--- config.mk ---
export PLATFORM = sky130hd
export DESIGN_NAME = sslc_link_config
export DESIGN_NICKNAME = d
export VERILOG_FILES = /design/src/pkg/sslc_pkg.sv /design/src/design/sslc_tick.sv /design/src/design/sslc_link_config.sv
export SDC_FILE = /design/constraint.sdc
export NUM_CORES = 1
export LEC_CHECK = 0
export CAP_MARGIN = 20
export CORE_ASPECT_RATIO = 1.75
export CORE_MARGIN = 2
export CORE_UTILIZATION = 65
export DETAILED_ROUTE_END_ITERATION = 7
export DONT_BUFFER_PORTS = 1
export PLACE_DENSITY = 0.83
export SLEW_MARGIN = 25
export SYNTH_ARGS = -nofsm -noshare
export SYNTH_HDL_FRONTEND = slang
export SYNTH_SLANG_ARGS = --single-unit
--- constraint.sdc ---
create_clock -name clock -period 7.3 [get_ports clock]
set_input_delay 2.19 -clock clock [delete_from_list [all_inputs] [get_ports clock]]
set_output_delay 2.19 -clock clock [all_outputs]
set_load 0.05 [all_outputs]
--- src/pkg/sslc_pkg.sv ---
// Package with register map, reset values and timing constants for the serial link config block.
package sslc_pkg;
   // Register word addresses as the host sees them.
   localparam logic [15:0] SSLC_ADDR_STATION = 16'h0300;
   localparam logic [15:0] SSLC_ADDR_BIT_RATE = 16'h0302;
   localparam logic [15:0] SSLC_ADDR_PROTOCOL = 16'h0304;
   localparam logic [15:0] SSLC_ADDR_TIMEOUT = 16'h0308;
   localparam logic [15:0] SSLC_ADDR_RESP_DELAY = 16'h030E;
   // Values after reset.
   localparam logic [15:0] SSLC_RST_STATION = 16'h007F;
   localparam logic [15:0] SSLC_RST_BIT_RATE = 16'h0033;
   localparam logic [15:0] SSLC_RST_PROTOCOL = 16'h0066;
   localparam logic [15:0] SSLC_RST_TIMEOUT = 16'h0000;
   localparam logic [15:0] SSLC_RST_RESP_DELAY = 16'h0000;
   // Legal ranges.
   localparam logic [7:0] SSLC_STATION_MIN = 8'h01;
   localparam logic [7:0] SSLC_STATION_MAX = 8'h7F;
   localparam logic [7:0] SSLC_BROADCAST_ADDR = 8'hFF;
   localparam logic [3:0] SSLC_RATE_CODE_MAX = 4'h5;
   localparam logic [3:0] SSLC_PROTO_CODE_MAX = 4'h8;
   localparam logic [3:0] SSLC_PROTO_RTU_FIRST = 4'h6;
   localparam logic [15:0] SSLC_TIMEOUT_MAX = 16'h0014;
   localparam logic [15:0] SSLC_RESP_DELAY_MAX = 16'h03E8;
   // Field positions.
   localparam int SSLC_RS232_LSB = 0;
   localparam int SSLC_RS485_LSB = 4;
   // Timing.
   localparam int SSLC_CLOCK_HZ = 250000000;
   localparam int SSLC_TICK_MS = 1;
   localparam int SSLC_MS_CYCLES = SSLC_CLOCK_HZ / 1000 * SSLC_TICK_MS;
   localparam int SSLC_MS_PER_SEC = 1000;
   // Framing codes.
   typedef enum logic [2:0] {
      SSLC_DATA7_NONE2, SSLC_DATA7_EVEN1, SSLC_DATA7_ODD1,
      SSLC_DATA8_NONE2, SSLC_DATA8_EVEN1, SSLC_DATA8_ODD1
   } sslc_frame_e;
endpackage : sslc_pkg

--- src/design/sslc_tick.sv ---
// Millisecond tick divider producing a one-cycle enable pulse.
`timescale 1ns/1ps
module sslc_tick
   import sslc_pkg::*;
#(
   parameter int CYCLES = SSLC_MS_CYCLES
) (
   // Clock and reset
   input wire logic clock,
   input wire logic rst_b,
   // Tick out
   output logic tick
);
   logic [31:0] cnt_r;
   logic [31:0] cnt_nxt;
   logic tick_r;
   logic tick_nxt;

   always_comb begin
      tick_nxt = 1'b0;
      cnt_nxt = cnt_r + 32'h00000001;
      if (cnt_r >= 32'(CYCLES - 1)) begin
         cnt_nxt = 32'h00000000;
         tick_nxt = 1'b1;
      end
   end

   always_ff @(posedge clock or negedge rst_b) begin
      if (!rst_b) begin
         cnt_r <= 32'h00000000;
         tick_r <= 1'b0;
      end else begin
         cnt_r <= cnt_nxt;
         tick_r <= tick_nxt;
      end
   end

   assign tick = tick_r;
endmodule : sslc_tick

--- src/design/sslc_link_config.sv ---
// Serial slave link configuration, address match, idle timeout and reply delay.
//
// Behaviour
// - Station number 16-bit, 0x01..0x7F, reset 0x7F.
// - Low digit is axis number 0..F.
// - Second digit group 0..7, upper zero.
// - Host address 0xFF accepted and answered whenever no reply is pending.
// - Station number write of 0xFF refused.
// - Bit rate digits per port 0..5, reset 0x0033.
// - Rate code selects 4800 to 115200 bps.
// - Protocol digit per port selects ASCII/RTU framing.
// - Nonzero idle timeout seconds flags communication fault.
// - Reply waits programmable 1 ms steps, 0..1000.
`timescale 1ns/1ps
module sslc_link_config
   import sslc_pkg::*;
#(
   parameter int MS_CYCLES = SSLC_MS_CYCLES
) (
   // Clock and reset
   input wire logic clock,
   input wire logic rst_b,
   // Parameter access port, word addressed
   input wire logic cfg_wr,
   input wire logic cfg_rd,
   input wire logic [15:0] cfg_addr,
   input wire logic [15:0] cfg_wdata,
   output logic [15:0] cfg_rdata,
   output logic cfg_ack,
   output logic cfg_err,
   // Received frame address and reply request
   input wire logic frame_valid,
   input wire logic [7:0] frame_addr,
   output logic reply_go,
   output logic reply_pending,
   // Communication activity and fault
   input wire logic comm_activity,
   input wire logic fault_clear,
   output logic comm_fault,
   // Decoded port settings
   output logic [16:0] rs232_baud,
   output logic [16:0] rs485_baud,
   output logic [2:0] rs232_frame,
   output logic [2:0] rs485_frame,
   output logic rs232_rtu,
   output logic rs485_rtu
);
   //////////////////////////////////////////////////////////////////////////////////////////
   function automatic logic [16:0] rate_of(input logic [3:0] code);
      case (code)
         4'h0: rate_of = 17'd4800;
         4'h1: rate_of = 17'd9600;
         4'h2: rate_of = 17'd19200;
         4'h3: rate_of = 17'd38400;
         4'h4: rate_of = 17'd57600;
         default: rate_of = 17'd115200;
      endcase
   endfunction : rate_of

   function automatic logic [2:0] frame_of(input logic [3:0] code);
      // RTU codes reuse the three 8-bit framings.
      if (code >= SSLC_PROTO_RTU_FIRST) begin
         frame_of = 3'(code - SSLC_PROTO_RTU_FIRST) + 3'(SSLC_DATA8_NONE2);
      end else begin
         frame_of = code[2:0];
      end
   endfunction : frame_of

   //////////////////////////////////////////////////////////////////////////////////////////
   logic tick_ms;
   sslc_tick #(.CYCLES(MS_CYCLES)) u_tick (
      .clock(clock),
      .rst_b(rst_b),
      .tick(tick_ms)
   );

   //////////////////////////////////////////////////////////////////////////////////////////
   logic [15:0] station_r, station_nxt;
   logic [15:0] rate_r, rate_nxt;
   logic [15:0] proto_r, proto_nxt;
   logic [15:0] timeout_r, timeout_nxt;
   logic [15:0] delay_r, delay_nxt;
   logic [15:0] rdata_r, rdata_nxt;
   logic ack_r, ack_nxt;
   logic err_r, err_nxt;

   always_comb begin
      station_nxt = station_r;
      rate_nxt = rate_r;
      proto_nxt = proto_r;
      timeout_nxt = timeout_r;
      delay_nxt = delay_r;
      rdata_nxt = 16'h0000;
      ack_nxt = cfg_wr | cfg_rd;
      err_nxt = 1'b0;
      if (cfg_wr) begin
         // Out-of-range writes leave the old value and report an error.
         case (cfg_addr)
            SSLC_ADDR_STATION: begin
               if (cfg_wdata[15:8] == 8'h00 && cfg_wdata[7:0] != SSLC_BROADCAST_ADDR
                   && cfg_wdata[7:0] >= SSLC_STATION_MIN
                   && cfg_wdata[7:0] <= SSLC_STATION_MAX) begin
                  station_nxt = cfg_wdata;
               end else begin
                  err_nxt = 1'b1;
               end
            end
            SSLC_ADDR_BIT_RATE: begin
               if (cfg_wdata[15:8] == 8'h00 && cfg_wdata[7:4] <= SSLC_RATE_CODE_MAX
                   && cfg_wdata[3:0] <= SSLC_RATE_CODE_MAX) begin
                  rate_nxt = cfg_wdata;
               end else begin
                  err_nxt = 1'b1;
               end
            end
            SSLC_ADDR_PROTOCOL: begin
               if (cfg_wdata[15:8] == 8'h00 && cfg_wdata[7:4] <= SSLC_PROTO_CODE_MAX
                   && cfg_wdata[3:0] <= SSLC_PROTO_CODE_MAX) begin
                  proto_nxt = cfg_wdata;
               end else begin
                  err_nxt = 1'b1;
               end
            end
            SSLC_ADDR_TIMEOUT: begin
               if (cfg_wdata <= SSLC_TIMEOUT_MAX) begin
                  timeout_nxt = cfg_wdata;
               end else begin
                  err_nxt = 1'b1;
               end
            end
            SSLC_ADDR_RESP_DELAY: begin
               if (cfg_wdata <= SSLC_RESP_DELAY_MAX) begin
                  delay_nxt = cfg_wdata;
               end else begin
                  err_nxt = 1'b1;
               end
            end
            default: err_nxt = 1'b1;
         endcase
      end else if (cfg_rd) begin
         case (cfg_addr)
            SSLC_ADDR_STATION: rdata_nxt = station_r;
            SSLC_ADDR_BIT_RATE: rdata_nxt = rate_r;
            SSLC_ADDR_PROTOCOL: rdata_nxt = proto_r;
            SSLC_ADDR_TIMEOUT: rdata_nxt = timeout_r;
            SSLC_ADDR_RESP_DELAY: rdata_nxt = delay_r;
            default: err_nxt = 1'b1;
         endcase
      end
   end

   always_ff @(posedge clock or negedge rst_b) begin
      if (!rst_b) begin
         station_r <= SSLC_RST_STATION;
         rate_r <= SSLC_RST_BIT_RATE;
         proto_r <= SSLC_RST_PROTOCOL;
         timeout_r <= SSLC_RST_TIMEOUT;
         delay_r <= SSLC_RST_RESP_DELAY;
         rdata_r <= 16'h0000;
         ack_r <= 1'b0;
         err_r <= 1'b0;
      end else begin
         station_r <= station_nxt;
         rate_r <= rate_nxt;
         proto_r <= proto_nxt;
         timeout_r <= timeout_nxt;
         delay_r <= delay_nxt;
         rdata_r <= rdata_nxt;
         ack_r <= ack_nxt;
         err_r <= err_nxt;
      end
   end

   //////////////////////////////////////////////////////////////////////////////////////////
   // Reply scheduling: a matched frame loads the delay, the reply fires after it expires.
   typedef enum logic [1:0] {SSLC_IDLE, SSLC_WAIT, SSLC_FIRE} sslc_reply_e;
   sslc_reply_e rstate_r, rstate_nxt;
   logic [15:0] dcnt_r, dcnt_nxt;
   logic go_r, go_nxt;
   logic pend_r, pend_nxt;
   logic match;

   assign match = frame_valid && (frame_addr == SSLC_BROADCAST_ADDR
                  || frame_addr == station_r[7:0]);

   always_comb begin
      rstate_nxt = rstate_r;
      dcnt_nxt = dcnt_r;
      go_nxt = 1'b0;
      case (rstate_r)
         SSLC_IDLE: begin
            // The reply cycle still counts as pending, so a frame landing in it is refused.
            if (match && !go_r) begin
               dcnt_nxt = delay_r;
               rstate_nxt = SSLC_WAIT;
            end
         end
         SSLC_WAIT: begin
            if (dcnt_r == 16'h0000) begin
               rstate_nxt = SSLC_FIRE;
            end else if (tick_ms) begin
               dcnt_nxt = dcnt_r - 16'h0001;
            end
         end
         SSLC_FIRE: begin
            go_nxt = 1'b1;
            rstate_nxt = SSLC_IDLE;
         end
         default: rstate_nxt = SSLC_IDLE;
      endcase
      pend_nxt = (rstate_nxt != SSLC_IDLE) || go_nxt;
   end

   always_ff @(posedge clock or negedge rst_b) begin
      if (!rst_b) begin
         rstate_r <= SSLC_IDLE;
         dcnt_r <= 16'h0000;
         go_r <= 1'b0;
         pend_r <= 1'b0;
      end else begin
         rstate_r <= rstate_nxt;
         dcnt_r <= dcnt_nxt;
         go_r <= go_nxt;
         pend_r <= pend_nxt;
      end
   end

   //////////////////////////////////////////////////////////////////////////////////////////
   // Idle watchdog counts milliseconds since the last activity.
   logic [15:0] idle_ms_r, idle_ms_nxt;
   logic fault_r, fault_nxt;
   logic [31:0] limit_ms;

   assign limit_ms = 32'(timeout_r) * 32'(SSLC_MS_PER_SEC);

   always_comb begin
      idle_ms_nxt = idle_ms_r;
      fault_nxt = fault_r;
      if (comm_activity || timeout_r == 16'h0000) begin
         idle_ms_nxt = 16'h0000;
      end else if (tick_ms && idle_ms_r != 16'hFFFF) begin
         idle_ms_nxt = idle_ms_r + 16'h0001;
      end
      if (fault_clear) begin
         fault_nxt = 1'b0;
      end
      // Set wins over a clear in the same cycle.
      if (timeout_r != 16'h0000 && 32'(idle_ms_r) >= limit_ms) begin
         fault_nxt = 1'b1;
      end
   end

   always_ff @(posedge clock or negedge rst_b) begin
      if (!rst_b) begin
         idle_ms_r <= 16'h0000;
         fault_r <= 1'b0;
      end else begin
         idle_ms_r <= idle_ms_nxt;
         fault_r <= fault_nxt;
      end
   end

   //////////////////////////////////////////////////////////////////////////////////////////
   logic [16:0] b232_r, b485_r, b232_nxt, b485_nxt;
   logic [2:0] f232_r, f485_r, f232_nxt, f485_nxt;
   logic rtu232_r, rtu485_r, rtu232_nxt, rtu485_nxt;

   always_comb begin
      b232_nxt = rate_of(rate_r[SSLC_RS232_LSB +: 4]);
      b485_nxt = rate_of(rate_r[SSLC_RS485_LSB +: 4]);
      f232_nxt = frame_of(proto_r[SSLC_RS232_LSB +: 4]);
      f485_nxt = frame_of(proto_r[SSLC_RS485_LSB +: 4]);
      rtu232_nxt = proto_r[SSLC_RS232_LSB +: 4] >= SSLC_PROTO_RTU_FIRST;
      rtu485_nxt = proto_r[SSLC_RS485_LSB +: 4] >= SSLC_PROTO_RTU_FIRST;
   end

   always_ff @(posedge clock or negedge rst_b) begin
      if (!rst_b) begin
         b232_r <= 17'd38400;
         b485_r <= 17'd38400;
         f232_r <= 3'(SSLC_DATA8_NONE2);
         f485_r <= 3'(SSLC_DATA8_NONE2);
         rtu232_r <= 1'b1;
         rtu485_r <= 1'b1;
      end else begin
         b232_r <= b232_nxt;
         b485_r <= b485_nxt;
         f232_r <= f232_nxt;
         f485_r <= f485_nxt;
         rtu232_r <= rtu232_nxt;
         rtu485_r <= rtu485_nxt;
      end
   end

   assign cfg_rdata = rdata_r;
   assign cfg_ack = ack_r;
   assign cfg_err = err_r;
   assign reply_go = go_r;
   assign reply_pending = pend_r;
   assign comm_fault = fault_r;
   assign rs232_baud = b232_r;
   assign rs485_baud = b485_r;
   assign rs232_frame = f232_r;
   assign rs485_frame = f485_r;
   assign rs232_rtu = rtu232_r;
   assign rs485_rtu = rtu485_r;
endmodule : sslc_link_config

* After elaboration in Yosys (flattened, before gate mapping)
Index checks and enable logic that the tools add are counted.
** Storage, ports and cells
- Memories :: 0
- Latch bits :: 0
- Bits in writable memories :: 0
- Memory bits (read-only) :: 0
- Bits of input ports :: 47
- Bits in registers :: 210
** Operators by class
- Equal/unequal tests :: 22
- Multiply operators :: 1
- Divide/modulo/power cells :: 0
- Shifts and indexed selects :: 0
- $add $sub $neg :: 7
- Reductions and logical operators :: 33
- Mux-type cells :: 30
- Magnitude comparators :: 12
- Bitwise gates (word level) :: 1
** Operator list (number)
- $pmux W17 S5 :: 2
- $mux W16 :: 7
- $eq A16 B10 Y1 const B :: 5
- $pmux W16 S5 :: 1
- $add A32 B1 Y32 const B :: 1
- $ge A32 B18 Y1 const B :: 1
- $logic_not A16 Y1 :: 2
- $mux W32 :: 1
- $pmux W16 S2 :: 1
- $ge A16 B26 Y1 :: 1
- $mul A16 B7 Y23 const B :: 1
- $add A16 B1 Y16 const B :: 1
- $eq A4 B2 Y1 const B :: 4
- $le A16 B10 Y1 const B :: 1
- $le A16 B5 Y1 const B :: 1
- $ne A16 B16 Y1 const B :: 1
- $reduce_bool A16 Y1 :: 1
- $sub A16 B1 Y16 const B :: 1
- $reduce_and A3 Y1 :: 5
- $mux W1 :: 12
- $logic_and A1 B1 Y1 :: 11
- $eq A4 B1 Y1 const B :: 2
- $eq A4 B3 Y1 const B :: 2
- $eq A8 B8 Y1 :: 1
- 26 further kinds :: 40

* Longest topological paths before layout
- Word-level depth :: 8
- Mapped depth :: 22

* By module
From an unflattened synthesis, not the netlist that was laid out.
** Second synthesis, totals
- Cell total of the unflattened synthesis :: 1113
- Area total of the unflattened synthesis :: 11935.2 um^2
** Modules (own cells, without submodules)
- sslc_link_config :: cells each 1000, instances 1, area each 10487.6 um^2
- sslc_tick :: cells each 113, instances 1, area each 1447.6 um^2

* Worst setup path after synthesis
No wires, ideal clock.
- Kind :: reg2reg
- Start :: register timeout_r[6]
- End :: register fault_r (netlist: comm_fault)
- Data required time :: 7.204 ns
- Clock period less this slack :: 5.232 ns
- Data arrival time :: 5.137 ns
- Setup slack :: 2.068 ns
- Stages on the path, launching flop included :: 19
- Cells stage by stage :: dfrtp_1 inv_1 fa_1 fa_1 fa_1 fa_1 inv_1 ha_1 a21o_1 a2111oi_4 nor2_1 xnor2_1 ha_1 nand3_1 o41ai_1 nand4_1 a2111oi_2 o2111ai_1 o32ai_2
** Between the ends
- Longest elaborated chain between the ends :: 4
- Elaborated cells on any way between the ends :: 6
- Classes of those cells :: mul: 1; order compare: 1; mux: 1; reduce/logical: 3
** Ends and longest elaborated chain
- from (decl) :: line sslc_link_config.sv:81 : logic [15:0] timeout_r, timeout_nxt;
- from (signal assigned) :: line sslc_link_config.sv:166 : timeout_r <= timeout_nxt;
- $mul A16 B7 Y23 :: line sslc_link_config.sv:234 : assign limit_ms = 32'(timeout_r) * 32'(SSLC_MS_PER_SEC);
- $ge A16 B26 Y1 :: line sslc_link_config.sv:248 : if (timeout_r != 16'h0000 && 32'(idle_ms_r) >= limit_ms) begin
- $logic_and A1 B1 Y1 (*) :: line sslc_link_config.sv:248
- $mux W1 / $reduce_bool A2 Y1 (equally long branches)
- to (signal assigned) :: line sslc_link_config.sv:259 : fault_r <= fault_nxt;
- to (decl) :: line sslc_link_config.sv:231 : logic fault_r, fault_nxt;
Mark *: on every way between the ends. The rest lies on a longest branch, timed or not.
A chain may end at the register's enable or synchronous reset.

* Worst setup path after layout
Ends and elaborated chain as after synthesis.

==> impl_metrics.env <==
export IMPL_status="complete, no violations"
export IMPL_wl_um=27400
export IMPL_cp_end_kind="flop"
export IMPL_cp_max_fo=6
export IMPL_viasPerCell=6.22
export IMPL_critPathArrivalTime_ps=6160
export IMPL_post_cts_resized=0
export IMPL_peakVddDrop_uv=228
export IMPL_cts_tree="yes"
export IMPL_skew_ps=7.83
export IMPL_die_h_um=182
export IMPL_setup_violations_final=0
export IMPL_worstMarginPinSlew_ps=968
export IMPL_start_util=0.657
export IMPL_place_hpwl_um=19400
export IMPL_ys_ff_latch=198
export IMPL_crit_path_frequent_cell="fa_1"
export IMPL_syn_area_per_cell_um2=10.8
export IMPL_htreeDepth=4
export IMPL_track_usage=0.302
export IMPL_path_cells="inv_1 -> fa_1 -> fa_1 -> fa_1 -> fa_1 -> inv_1 -> ha_1 -> a21o_1 -> a2111oi_4 -> nor2_1 -> xnor2_1 -> ha_1 -> nand3_1 -> o41ai_1 -> nand4_1 -> a2111oi_2 -> o2111ai_1 -> o32ai_2"
export IMPL_drive_gt1_frac=0.118
export IMPL_routabilityCongestion=0.874
export IMPL_finalSetupTns_ps=0
export IMPL_drv_cap=0
export IMPL_ys_seq_area_frac=0.426
export IMPL_num_rows=65
export IMPL_grt_pass1_wl_um=44700
export IMPL_fin_crit_sh=0.796
export IMPL_finalPower_uw=2240
export IMPL_final_min_clock_period_ps=5810
export IMPL_cts_buffers=17
export IMPL_diodes=0
export IMPL_required_ps=7650
export IMPL_synth_edf_count=0
export IMPL_power_density_nw_per_um2=178
export IMPL_utilization=0.706
export IMPL_clk_latency_ps=440
export IMPL_clkTransAtPathRegs_ps=70
export IMPL_drtIter0Drc=610
export IMPL_min_path_type="flop to flop"
export IMPL_ys_async_sr_fraction=1.00
export IMPL_worstSetupStartpointType="flop"
export IMPL_slowest_delay_ps=530
export IMPL_ctsRootBufferMaster="clkbuf_16"
export IMPL_ios=110
export IMPL_fin_ws_ps=1490
export IMPL_mappedNetlistArea_um2=11700
export IMPL_rsz0062_at_grt="false"
export IMPL_post_place_ws_ps=1520
export IMPL_clock_sinks=198
export IMPL_critical_path_slowest_cell="fa_1"
export IMPL_clock_path_buffers=2
export IMPL_yosysWarningCount=0
export IMPL_dieArea_um2=19100
export IMPL_ys_types=82
export IMPL_hold_violations=0
export IMPL_grt_start_max_net_pins=199
export IMPL_postCtsSetupRepairBufs=0
export IMPL_remaining_drc_errors=0
export IMPL_core_area_um2=17800
export IMPL_synth_ff_type="dfrtp_1"
export IMPL_via_count=8331
export IMPL_max_slew_margin_rel=0.353
export IMPL_port_buffers=0
export IMPL_grt_pass1_vias=8819
export IMPL_finalMaxSlewViolations=0
export IMPL_fmax_mhz=172
export IMPL_dr_pass1_iters=8
export IMPL_p_leak_uw=0.00581
export IMPL_ant_nets=0
export IMPL_hold_buffers=0
export IMPL_antenna_found_initial=0
export IMPL_crit_type="flop to flop"
export IMPL_n_fill_cell=1186
export IMPL_syn2layout_area_growth_pct=7.45
export IMPL_syn_inst=1085
export IMPL_layout_nets=1274
export IMPL_fp_dieW_um=105
export IMPL_wire_per_inst_um=20.5
export IMPL_gr_total_overflow=0
==> worst max-delay path, delay by kind of cell, from the launching register on <==
kind | cells | cell delay [ps]
buf+inv | 2 | 310
fa+ha+maj | 6 | 2740
compound gates | 6 | 1750
xor+xnor | 1 | 140
flops | 1 | 450
simple gates | 3 | 340
==> path summary, 6_finish.rpt <==
kind	from	to	slack (ps)	cells past startpoint
min	dcnt_r[15]	dcnt_r[15]	490	1
max reg2reg	timeout_r[6]	comm_fault	1490	18
min in group asynchronous	rst_b	comm_fault	1440	0
max	timeout_r[6]	comm_fault	1490	18
min reg2reg	dcnt_r[15]	dcnt_r[15]	490	1
max in group asynchronous	rst_b	rs232_baud[10]	5440	0
==> flip-flops by register name (all words and copies together) (netlist names) <==
name and cells:
comm_fault 1, station_r 16, cfg_err 1, rstate_r 2, cfg_ack 1, u_tick.tick 1
rs232_rtu 1, rs485_frame 3, rate_r 16, rs232_baud 11, idle_ms_r 16, dcnt_r 16
u_tick.cnt_r 32, rs485_rtu 1, rs232_frame 3, proto_r 16, delay_r 16, cfg_rdata 16
rs485_baud 11, timeout_r 16, reply_go 1, reply_pending 1
==> cell usage after synthesis (17+ instances only) <==
library cell | n | area [µm²]
mux2_2 | 31 | 349
nand3_1 | 22 | 110
ha_1 | 81 | 1010
a22oi_1 | 17 | 128
o21ai_0 | 40 | 200
xnor2_1 | 31 | 272
nor2_1 | 66 | 248
dfrtp_1 | 169 | 4230
nor2b_1 | 35 | 219
inv_1 | 110 | 413
xor2_1 | 18 | 158
fa_1 | 54 | 1080
nor4_1 | 18 | 113
nand2_1 | 43 | 161
a21oi_1 | 62 | 310
dfstp_2 | 29 | 762
nor3_1 | 17 | 85.1
clkbuf_1 | 21 | 78.8
==> layer usage <==
| layer | wire length (µm) | vias up | global-route usage |
|---|---|---|---|
| met1 | 9710 | 4150 | 0.334 |
| met2 | 15000 | 321 | 0.547 |
| li1 | - | 3767 | - |
| met3 | 1340 | 93 | 0.0535 |
| met4 | 1440 | 0 | 0.157 |
| met5 | 0 | - | 0 |
==> kinds of logic after synthesis <==
family	share of synthesized area
AO/OA/AOI/OAI	0.125
XOR/XNOR	0.0367
adder cells (fa/ha/maj)	0.179
buffers and inverters	0.0563
flip-flops	0.426
multiplexers	0.0344
other	0.000320
AND/OR/NAND/NOR	0.142
==> cell usage in the layout, fill, tap and decap left out, types with 29 or more instances in the layout <==
cell / count
ha_1: 81
nor2_1: 66
nand2_1: 43
mux2_2: 31
o21ai_0: 40
nor2b_1: 35
inv_1: 110
fa_1: 54
dfstp_2: 29
dfrtp_1: 169
a21oi_1: 62
xnor2_1: 31
==> report_power, final <==
group / internal, µW / switching [µW] / leakage, µW
Clock: 640 / 409 / 0.000327
Sequential: 1120 / 23.3 / 0.00246
Combinational: 19.1 / 32.4 / 0.00302
==> through the flow <==
step / cell area [µm²] / hold slack (ps) / cells
2_1_floorplan: 11800 / 448 / 1110
3_3_place_gp: 11900 / 467 / 1306
5_1_grt: 12600 / 522 / 1339
4_1_cts: 12600 / 494 / 1338
3_5_place_dp: 11900 / 477 / 1306
6_report: 12600 / 494 / 1339
==> layout make-up <==
cell class / instances / area [µm²] / area share
clock inverters: 10 / 193 / 0.0153
repair buffers: 6 / 48.8 / 0.00388
well taps: 234 / 293 / 0.0233
multi-input cells: 758 / 6160 / 0.490
clock buffers: 22 / 474 / 0.0377
inverters: 111 / 417 / 0.0331
flip-flops and latches: 198 / 4990 / 0.397
No activity file was read; power rests on OpenSTA's default activity.
